--- config.mk ---
export PLATFORM = sky130hd
export DESIGN_NAME = bro_top
export DESIGN_NICKNAME = d
export VERILOG_FILES = /design/src/bro_pkg.sv /design/src/bro_delay_cnt.sv /design/src/bro_top.sv
export VERILOG_INCLUDE_DIRS = /design/src
export SDC_FILE = /design/constraint.sdc
export NUM_CORES = 1
export LEC_CHECK = 0
export BUFFER_PORTS_ARGS = -buffer_cell sky130_fd_sc_hd__buf_2
export CAP_MARGIN = 20
export CELL_PAD_IN_SITES_DETAIL_PLACEMENT = 1
export CELL_PAD_IN_SITES_GLOBAL_PLACEMENT = 2
export CORE_ASPECT_RATIO = 0.9
export CORE_MARGIN = 2
export CORE_UTILIZATION = 30
export CTS_CLUSTER_SIZE = 14
export DETAILED_ROUTE_END_ITERATION = 8
export PLACE_DENSITY = 0.67
export SYNTH_ARGS = -nofsm -noshare
export SYNTH_HDL_FRONTEND = slang
export SYNTH_SLANG_ARGS = --single-unit
export TNS_END_PERCENT = 20
--- constraint.sdc ---
create_clock -name clk_sys -period 4.22 [get_ports clk_sys]
set_input_delay 0.422 -clock clk_sys [delete_from_list [all_inputs] [get_ports clk_sys]]
set_output_delay 0.422 -clock clk_sys [all_outputs]
set_load 0.01 [all_outputs]
--- src/bro_defs.svh ---
`ifndef BRO_DEFS_SVH
`define BRO_DEFS_SVH

// timing
`define BRO_CLK_NS        100
`define BRO_TICK_NS       1000000
`define BRO_PRE_W         14

// widths
`define BRO_DLY_W         16
`define BRO_CFG_W         16
`define BRO_WARN_N        4
`define BRO_IRQ_N         4
`define BRO_ADR_W         8

// register offsets
`define BRO_OFS_CTRL      8'h00
`define BRO_OFS_MULTI     8'h04
`define BRO_OFS_REL_DLY   8'h08
`define BRO_OFS_APP_DLY   8'h0c
`define BRO_OFS_STATUS    8'h10
`define BRO_OFS_IRQ_STAT  8'h14
`define BRO_OFS_IRQ_CLR   8'h18
`define BRO_OFS_IRQ_EN    8'h1c

// control fields
`define BRO_CTRL_EN       0
`define BRO_CTRL_BGP      1
`define BRO_CTRL_RGP      2
`define BRO_CTRL_BSEL_LO  4
`define BRO_CTRL_BSEL_HI  5

// status fields
`define BRO_STS_EN        0
`define BRO_STS_HOLD      1
`define BRO_STS_RDY       2
`define BRO_STS_WARN      3
`define BRO_STS_WRAW_LO   4
`define BRO_STS_WRAW_HI   7
`define BRO_STS_BUSY      8

// interrupt bits
`define BRO_IRQ_WARN      0
`define BRO_IRQ_APPLIED   1
`define BRO_IRQ_RELEASED  2
`define BRO_IRQ_RDYCHG    3

// selector codes
`define BRO_SEL_HOLD_CLOSED  2'h1
`define BRO_SEL_HOLD_OPEN    2'h2
`define BRO_RSEL_NRDY_CLOSED 4'h1
`define BRO_RSEL_RDY_CLOSED  4'h2
`define BRO_RDY_DIG_LO    8
`define BRO_RDY_DIG_HI    11

// reset values
`define BRO_BSEL_RST      2'h3
`define BRO_CFG_RST       16'h0300
`define BRO_DLY_RST       16'h0000

`endif

--- src/bro_pkg.sv ---
`include "bro_defs.svh"

package bro_pkg;

	typedef enum logic [1:0] {
		BRO_ST_HOLD     = 2'b00,
		BRO_ST_REL_WAIT = 2'b01,
		BRO_ST_RELEASED = 2'b10,
		BRO_ST_APP_WAIT = 2'b11
	} bro_brk_e;

	typedef struct packed {
		logic [`BRO_DLY_W-1:0] cnt;
	} bro_cnt_s;

	typedef struct packed {
		logic [`BRO_WARN_N-1:0] warn_m;
		logic [`BRO_WARN_N-1:0] warn_s;
		logic                   pwr_m;
		logic                   pwr_s;
		logic                   en_req;
		logic                   brk_gp;
		logic                   rdy_gp;
		logic [1:0]             bsel;
		logic [`BRO_CFG_W-1:0]  cfg;
		logic [`BRO_DLY_W-1:0]  rel_dly;
		logic [`BRO_DLY_W-1:0]  app_dly;
		bro_brk_e               st;
		logic [`BRO_PRE_W-1:0]  pre;
		logic                   ready;
		logic                   warn_q;
		logic [`BRO_IRQ_N-1:0]  irq_stat;
		logic [`BRO_IRQ_N-1:0]  irq_en;
		logic                   ack;
		logic [31:0]            dat;
		logic                   brake_out;
		logic                   ready_out;
		logic                   irq;
	} bro_top_s;

endpackage

--- src/bro_delay_cnt.sv ---
`timescale 1ns/1ns
`default_nettype none
`include "bro_defs.svh"

module bro_delay_cnt
	import bro_pkg::*;
(
	// clock and reset
	input  wire logic                  clk_sys,
	input  wire logic                  rst_n,
	input  wire logic                  ce,
	// control
	input  wire logic                  load,
	input  wire logic [`BRO_DLY_W-1:0] load_val,
	input  wire logic                  tick,
	// result
	output logic                       zero
);

	bro_cnt_s s_ff;
	bro_cnt_s nxt_s;

	always_comb begin
		nxt_s = s_ff;
		if (load) begin
			nxt_s.cnt = load_val;
		end else if (tick && s_ff.cnt != '0) begin
			nxt_s.cnt = s_ff.cnt - `BRO_DLY_W'(1);
		end
	end

	always_ff @(posedge clk_sys or negedge rst_n) begin
		if (!rst_n) begin
			s_ff <= '0;
		end else if (ce) begin
			s_ff <= nxt_s;
		end
	end

	// stale on the load cycle itself; the caller waits one cycle
	assign zero = (s_ff.cnt == '0);

endmodule

`default_nettype wire

--- src/bro_top.sv ---
// The register addresses and the Wishbone interface to the registers were chosen for this implementation.
`timescale 1ns/1ns
`default_nettype none
`include "bro_defs.svh"

module bro_top
	import bro_pkg::*;
#(
	parameter int unsigned TICK_CYC = `BRO_TICK_NS / `BRO_CLK_NS
) (
	// clock, reset, enable
	input  wire logic                   clk_sys,
	input  wire logic                   rst_n,
	input  wire logic                   ce,
	// wishbone slave
	input  wire logic                   wb_cyc_i,
	input  wire logic                   wb_stb_i,
	input  wire logic                   wb_we_i,
	input  wire logic [`BRO_ADR_W-1:0]  wb_adr_i,
	input  wire logic [3:0]             wb_sel_i,
	input  wire logic [31:0]            wb_dat_i,
	output logic [31:0]                 wb_dat_o,
	output logic                        wb_ack_o,
	// drive condition pins
	input  wire logic [`BRO_WARN_N-1:0] warn_in,
	input  wire logic                   pwr_ok_in,
	// discrete outputs
	output logic                        brake_out,
	output logic                        ready_out,
	output logic                        irq
);

	////////////////////////////////////////////////////////////////////////////////
	// state and helpers

	bro_top_s s_ff;
	bro_top_s nxt_s;

	logic                  warn_any;
	logic                  en_eff;
	logic                  holding;
	logic                  ready_now;
	logic                  req;
	logic                  cnt_load;
	logic [`BRO_DLY_W-1:0] cnt_val;
	logic                  tick;
	logic                  cnt_zero;
	logic [3:0]            rsel;
	logic [`BRO_IRQ_N-1:0] irq_set;
	logic [`BRO_IRQ_N-1:0] irq_clr;

	function automatic logic [15:0] wr16(input logic [15:0] old,
		input logic [31:0] d, input logic [3:0] sel);
		logic [15:0] r;
		r = old;
		if (sel[0]) begin
			r[7:0] = d[7:0];
		end
		if (sel[1]) begin
			r[15:8] = d[15:8];
		end
		return r;
	endfunction

	bro_delay_cnt u_dly (
		.clk_sys  (clk_sys),
		.rst_n    (rst_n),
		.ce       (ce),
		.load     (cnt_load),
		.load_val (cnt_val),
		.tick     (tick),
		.zero     (cnt_zero)
	);

	////////////////////////////////////////////////////////////////////////////////
	// next-state logic

	always_comb begin
		nxt_s     = s_ff;
		cnt_load  = 1'b0;
		cnt_val   = s_ff.rel_dly;
		irq_set   = '0;
		irq_clr   = '0;
		req       = wb_cyc_i && wb_stb_i && !s_ff.ack;

		// two-stage pin synchronisers
		nxt_s.warn_m = warn_in;
		nxt_s.warn_s = s_ff.warn_m;
		nxt_s.pwr_m  = pwr_ok_in;
		nxt_s.pwr_s  = s_ff.pwr_m;

		warn_any  = |s_ff.warn_s;
		ready_now = s_ff.pwr_s && !warn_any;
		en_eff    = s_ff.en_req && ready_now;
		holding   = (s_ff.st == BRO_ST_HOLD) || (s_ff.st == BRO_ST_REL_WAIT);
		rsel      = s_ff.cfg[`BRO_RDY_DIG_HI:`BRO_RDY_DIG_LO];

		// bus write; a warning below still wins over a software enable
		nxt_s.ack = req;
		nxt_s.dat = '0;
		if (req && wb_we_i) begin
			if (wb_adr_i == `BRO_OFS_CTRL) begin
				if (wb_sel_i[0]) begin
					nxt_s.en_req = wb_dat_i[`BRO_CTRL_EN];
					nxt_s.brk_gp = wb_dat_i[`BRO_CTRL_BGP];
					nxt_s.rdy_gp = wb_dat_i[`BRO_CTRL_RGP];
					nxt_s.bsel   = wb_dat_i[`BRO_CTRL_BSEL_HI:`BRO_CTRL_BSEL_LO];
				end
			end else if (wb_adr_i == `BRO_OFS_MULTI) begin
				nxt_s.cfg = wr16(s_ff.cfg, wb_dat_i, wb_sel_i);
			end else if (wb_adr_i == `BRO_OFS_REL_DLY) begin
				nxt_s.rel_dly = wr16(s_ff.rel_dly, wb_dat_i, wb_sel_i);
			end else if (wb_adr_i == `BRO_OFS_APP_DLY) begin
				nxt_s.app_dly = wr16(s_ff.app_dly, wb_dat_i, wb_sel_i);
			end else if (wb_adr_i == `BRO_OFS_IRQ_CLR) begin
				if (wb_sel_i[0]) begin
					irq_clr = wb_dat_i[`BRO_IRQ_N-1:0];
				end
			end else if (wb_adr_i == `BRO_OFS_IRQ_EN) begin
				if (wb_sel_i[0]) begin
					nxt_s.irq_en = wb_dat_i[`BRO_IRQ_N-1:0];
				end
			end
		end

		// bus read; unmapped offsets answer zero
		if (req && !wb_we_i) begin
			if (wb_adr_i == `BRO_OFS_CTRL) begin
				nxt_s.dat[`BRO_CTRL_EN]                        = s_ff.en_req;
				nxt_s.dat[`BRO_CTRL_BGP]                       = s_ff.brk_gp;
				nxt_s.dat[`BRO_CTRL_RGP]                       = s_ff.rdy_gp;
				nxt_s.dat[`BRO_CTRL_BSEL_HI:`BRO_CTRL_BSEL_LO] = s_ff.bsel;
			end else if (wb_adr_i == `BRO_OFS_MULTI) begin
				nxt_s.dat[`BRO_CFG_W-1:0] = s_ff.cfg;
			end else if (wb_adr_i == `BRO_OFS_REL_DLY) begin
				nxt_s.dat[`BRO_DLY_W-1:0] = s_ff.rel_dly;
			end else if (wb_adr_i == `BRO_OFS_APP_DLY) begin
				nxt_s.dat[`BRO_DLY_W-1:0] = s_ff.app_dly;
			end else if (wb_adr_i == `BRO_OFS_STATUS) begin
				nxt_s.dat[`BRO_STS_EN]                       = en_eff;
				nxt_s.dat[`BRO_STS_HOLD]                     = holding;
				nxt_s.dat[`BRO_STS_RDY]                      = s_ff.ready;
				nxt_s.dat[`BRO_STS_WARN]                     = warn_any;
				nxt_s.dat[`BRO_STS_WRAW_HI:`BRO_STS_WRAW_LO] = s_ff.warn_s;
				nxt_s.dat[`BRO_STS_BUSY]                     = !cnt_zero;
			end else if (wb_adr_i == `BRO_OFS_IRQ_STAT) begin
				nxt_s.dat[`BRO_IRQ_N-1:0] = s_ff.irq_stat;
			end else if (wb_adr_i == `BRO_OFS_IRQ_EN) begin
				nxt_s.dat[`BRO_IRQ_N-1:0] = s_ff.irq_en;
			end
		end

		// a fault drops the enable request; software must enable again
		if (warn_any) begin
			nxt_s.en_req = 1'b0;
		end

		// brake sequencer
		case (s_ff.st)
			BRO_ST_HOLD: begin
				if (en_eff) begin
					cnt_load = 1'b1;
					cnt_val  = s_ff.rel_dly;
					nxt_s.st = BRO_ST_REL_WAIT;
				end
			end
			BRO_ST_REL_WAIT: begin
				if (!en_eff) begin
					nxt_s.st = BRO_ST_HOLD;
				end else if (cnt_zero) begin
					nxt_s.st                    = BRO_ST_RELEASED;
					irq_set[`BRO_IRQ_RELEASED] = 1'b1;
				end
			end
			BRO_ST_RELEASED: begin
				if (!en_eff) begin
					cnt_load = 1'b1;
					cnt_val  = s_ff.app_dly;
					nxt_s.st = BRO_ST_APP_WAIT;
				end
			end
			BRO_ST_APP_WAIT: begin
				if (en_eff) begin
					nxt_s.st = BRO_ST_RELEASED;
				end else if (cnt_zero) begin
					nxt_s.st                   = BRO_ST_HOLD;
					irq_set[`BRO_IRQ_APPLIED] = 1'b1;
				end
			end
			default: begin
				nxt_s.st = BRO_ST_HOLD;
			end
		endcase

		// delay unit prescaler, restarted on each load so delays are exact
		tick = (s_ff.pre == `BRO_PRE_W'(TICK_CYC - 1)) && !cnt_load;
		if (cnt_load || tick) begin
			nxt_s.pre = '0;
		end else begin
			nxt_s.pre = s_ff.pre + `BRO_PRE_W'(1);
		end

		// events
		nxt_s.ready  = ready_now;
		nxt_s.warn_q = warn_any;
		irq_set[`BRO_IRQ_WARN]   = warn_any && !s_ff.warn_q;
		irq_set[`BRO_IRQ_RDYCHG] = ready_now != s_ff.ready;
		// set wins over a clear in the same cycle
		nxt_s.irq_stat = (s_ff.irq_stat & ~irq_clr) | irq_set;
		nxt_s.irq      = |(s_ff.irq_stat & s_ff.irq_en);

		// brake contact
		if (s_ff.bsel == `BRO_SEL_HOLD_CLOSED) begin
			nxt_s.brake_out = holding;
		end else if (s_ff.bsel == `BRO_SEL_HOLD_OPEN) begin
			nxt_s.brake_out = !holding;
		end else begin
			nxt_s.brake_out = s_ff.brk_gp;
		end

		// ready contact
		if (rsel == `BRO_RSEL_NRDY_CLOSED) begin
			nxt_s.ready_out = !s_ff.ready;
		end else if (rsel == `BRO_RSEL_RDY_CLOSED) begin
			nxt_s.ready_out = s_ff.ready;
		end else begin
			nxt_s.ready_out = s_ff.rdy_gp;
		end
	end

	////////////////////////////////////////////////////////////////////////////////
	// registers

	always_ff @(posedge clk_sys or negedge rst_n) begin
		if (!rst_n) begin
			s_ff         <= '0;
			s_ff.bsel    <= `BRO_BSEL_RST;
			s_ff.cfg     <= `BRO_CFG_RST;
			s_ff.rel_dly <= `BRO_DLY_RST;
			s_ff.app_dly <= `BRO_DLY_RST;
			s_ff.st      <= BRO_ST_HOLD;
		end else if (ce) begin
			s_ff <= nxt_s;
		end
	end

	assign wb_dat_o  = s_ff.dat;
	assign wb_ack_o  = s_ff.ack;
	assign brake_out = s_ff.brake_out;
	assign ready_out = s_ff.ready_out;
	assign irq       = s_ff.irq;
endmodule

`default_nettype wire

==> run_results.csv <==
group,metric,value,unit
timing,fin_skew,0.01121,ns
worst_setup_path,critPathKind,"flip-flop to flip-flop",
outcome,status,"complete, no violations",
clocking,cts-resized-gates,0,
worst_setup_path,setup.worst_path.end_class,"flip-flop",
timing,finalHoldViolations,0,
finish,nets,752,
finish,num_antenna_cells,0,
power_and_ir_drop,pwr_density_cell,386.2,nW/um^2
floorplan,die_y,145.5,um
worst_setup_path,crit_slowest_cell,"o21ai_2",
clocking,htreeDepth,4,
drt,vias,5353,
synthesis,seq_area_frac_synth,46.95,%
clocking,clkSinkCount,125,
global_routing,grt_use_total,17.90,%
global_routing,overflow,0,
drt,ant_nets,0,
finish,syn_to_final_growth,14.72,%
place,dp_cells,967,
synthesis,syn_inst,656,
synthesis,synth_edf_count,0,
worst_setup_path,crit_arrival,3.51,ns
timing,slew_violations,0,
synthesis,async_flop_share,100.0,%
worst_setup_path,path_max_fanout,13,
timing,relSlewSlack,40.99,%
synthesis,syn-cell-area,6673,um^2
worst_setup_path,start_kind,"flip-flop",
finish,drive_gt1_share,26.55,%
power_and_ir_drop,p_leak,3.368,nW
timing,tns,0,ns
worst_setup_path,rr_worst_depth,8,
worst_setup_path,path_depth,8,
global_routing,grt_pass1_wl,32750,um
synthesis,ys_seq_elements,125,
drt,dr.pass1.iters,5,
worst_setup_path,worst_path_largest_cell_delay,0.63,ns
drt,drc_errors,0,
clocking,ctsRootBufferMaster,"clkbuf_16",
global_routing,grt_max_degree,68,
min_path,min_path_type,"primary input to async pin",
finish,finalNonFillerCells,999,
worst_setup_path,path_cells,"inv_1, ha_1, or3b_2, nor3_1, a21oi_1, o21ai_2, o21ai_1, o21ai_1",
floorplan,coreArea,21760,um^2
drt,post_drt_wl_per_cell,20.33,um
drt,drtIter0Drc,314,
flow_run,drv_cap,0,
worst_setup_path,worst_path_most_repeated_cell,"o21ai_1",
synthesis,synth_cell_type_count,71,
global_routing,grt_pass1_vias,5671,
power_and_ir_drop,ir_drop,0.2230,mV
timing,fin_crit,3.155,ns
clocking,postCtsHoldBufs,0,
worst_setup_path,cp_top_family,"compound AO/OA/AOI/OAI gates",
place,gp_congestion,0.7831,
synthesis,synthFlopType,"dfrtp_1",
clocking,numCtsBuffers,17,
clocking,path_clk_slew,0.07,ns
floorplan,start_util,30.67,%
clocking,cts_tree,"built",
place,place_hpwl,14680,um
worst_setup_path,crit_required,4.58,ns
timing,max_freq,0.3169,GHz
clocking,cts_setup_buffers,0,
drt,wl,20310,um
floorplan,rows,51,
timing,worst_pin_slew,0.8851,ns
place,placement.io_buffers,56,
clocking,worstSkewPairLatency,0.43,ns
timing,rsz0062_at_grt,"no",
clocking,clockBufferDepth,2,
timing,setup_viol,0,
worst_setup_path,critPathBufInv,1,
synthesis,syn_avg_cell_area,10.17,um^2
floorplan,die-width,161.2,um
drt,post_drt_via_cell_ratio,5.358,
timing,holdWs,0.06666,ns
floorplan,num_io_pins,91,
synthesis,yosysWarnings,0,
global_routing,grt_antenna_before_repair,0,
timing,min_period_over_period,74.77,%
floorplan,die_area,23450,um^2
## worst register-to-register path: stages, from the launching register on
cell	delay (ns)
dfrtp_1	0.44
inv_1	0.13
ha_1	0.22
or3b_2	0.49
nor3_1	0.56
a21oi_1	0.36
o21ai_2	0.63
o21ai_1	0.17
o21ai_1	0.10
## sequential cells by signal (all words and copies together) (netlist names), named ones only
register    flops
u_dly.s_ff     16
irq             1
rsel            4
s_ff           79
brake_out       1
wb_dat_o       16
nxt_s           5
ready_out       1
wb_ack_o        1
## area by class of cell
cell class	count	area, um^2
Inverter	20	75.07
Timing Repair Buffer	66	357.8
Fill cell	2485	14100
Sequential cell	125	3133
Tap cell	291	364.1
Clock inverter	15	163.9
Clock buffer	17	425.4
Multi-Input combinational cell	465	3136
## metal layers
metal	part of all wire, %	track usage, %	vias up
met5	0	0	-
met3	3.5	3.306	18
li1	-	-	2464
met2	47	28.91	103
met1	48	24.55	2768
met4	1.3	5.179	0
## report_power, final
group / internal (mW) / switching [mW] / total (mW) / leakage (nW)
sequential: 1.25 / 0.0528 / 1.30 / 1.66
combinational: 0.0745 / 0.128 / 0.202 / 1.42
clock: 0.794 / 0.661 / 1.46 / 0.290
total: 2.11 / 0.842 / 2.96 / 3.37
## cells in the mapped netlist, types with 6 or more instances
master     number  area share (%)
a21oi_1        43             3.2
nor2_1         44             2.5
dfrtp_1       121              45
xnor2_1         7            0.92
o2bb2ai_1      11             1.4
mux2_2         67              11
or3_1           6            0.56
a31oi_1         9            0.84
o221ai_1        9             1.2
o21ai_0        26             2.0
nand2_1        52             2.9
clkbuf_1       19             1.1
and3_1          7            0.66
inv_1          19             1.1
buf_4          35             3.9
a222oi_1        7             1.1
o22ai_1        20             1.9
o21ai_1        13            0.98
nor3_1         17             1.3
nand3_1        21             1.6
## worst paths after layout
kind                               startpoint              to  slack (ns)
min in group clk_sys                pwr_ok_in      nxt_s[115]        0.23
worst max-delay path            u_dly.s_ff[0]  u_dly.s_ff[12]        1.06
worst min-delay path                    rst_n    wb_dat_o[11]        0.07
worst min register to register    wb_dat_o[6]     wb_dat_o[6]        0.48
worst max register to register  u_dly.s_ff[0]  u_dly.s_ff[12]        1.06
max in group asynchronous               rst_n        s_ff[49]        3.16
## cell families after synthesis
group                    after synthesis  share of synthesized area, %
multiplexers                          72                         12.09
adder cells (fa/ha/maj)                2                        0.3750
AND/OR/NAND/NOR                      186                         14.10
AO/OA/AOI/OAI                        179                         18.21
flip-flops                           125                         46.95
buffers and inverters                 81                         6.900
XOR/XNOR                              10                         1.313
other                                  1                       0.05620
## cell usage in the layout, fill, tap and decap left out, types with 11 or more instances in the layout
cell type	count
dfrtp_1	121
mux2_2	67
buf_2	55
nand2_1	52
nor2_1	44
a21oi_1	43
o21ai_0	26
nand3_1	21
o22ai_1	20
inv_1	19
nor3_1	17
clkbuf_16	17
conb_1	16
o21ai_1	13
o2bb2ai_1	11
buf_4	11
## through the flow
stage	worst slack (ns)	cell area (um^2)	utilization (%)	power, mW
after detailed placement	1.068	7066	32.47	1.527
after global routing	0.8015	7655	35.18	3.086
final	1.065	7655	35.18	2.957
after CTS	1.041	7655	35.18	3.000
after floorplan	1.725	6729	-	1.434
after global placement	1.042	7066	32.47	1.518
(Power assumes the default switching activity.)
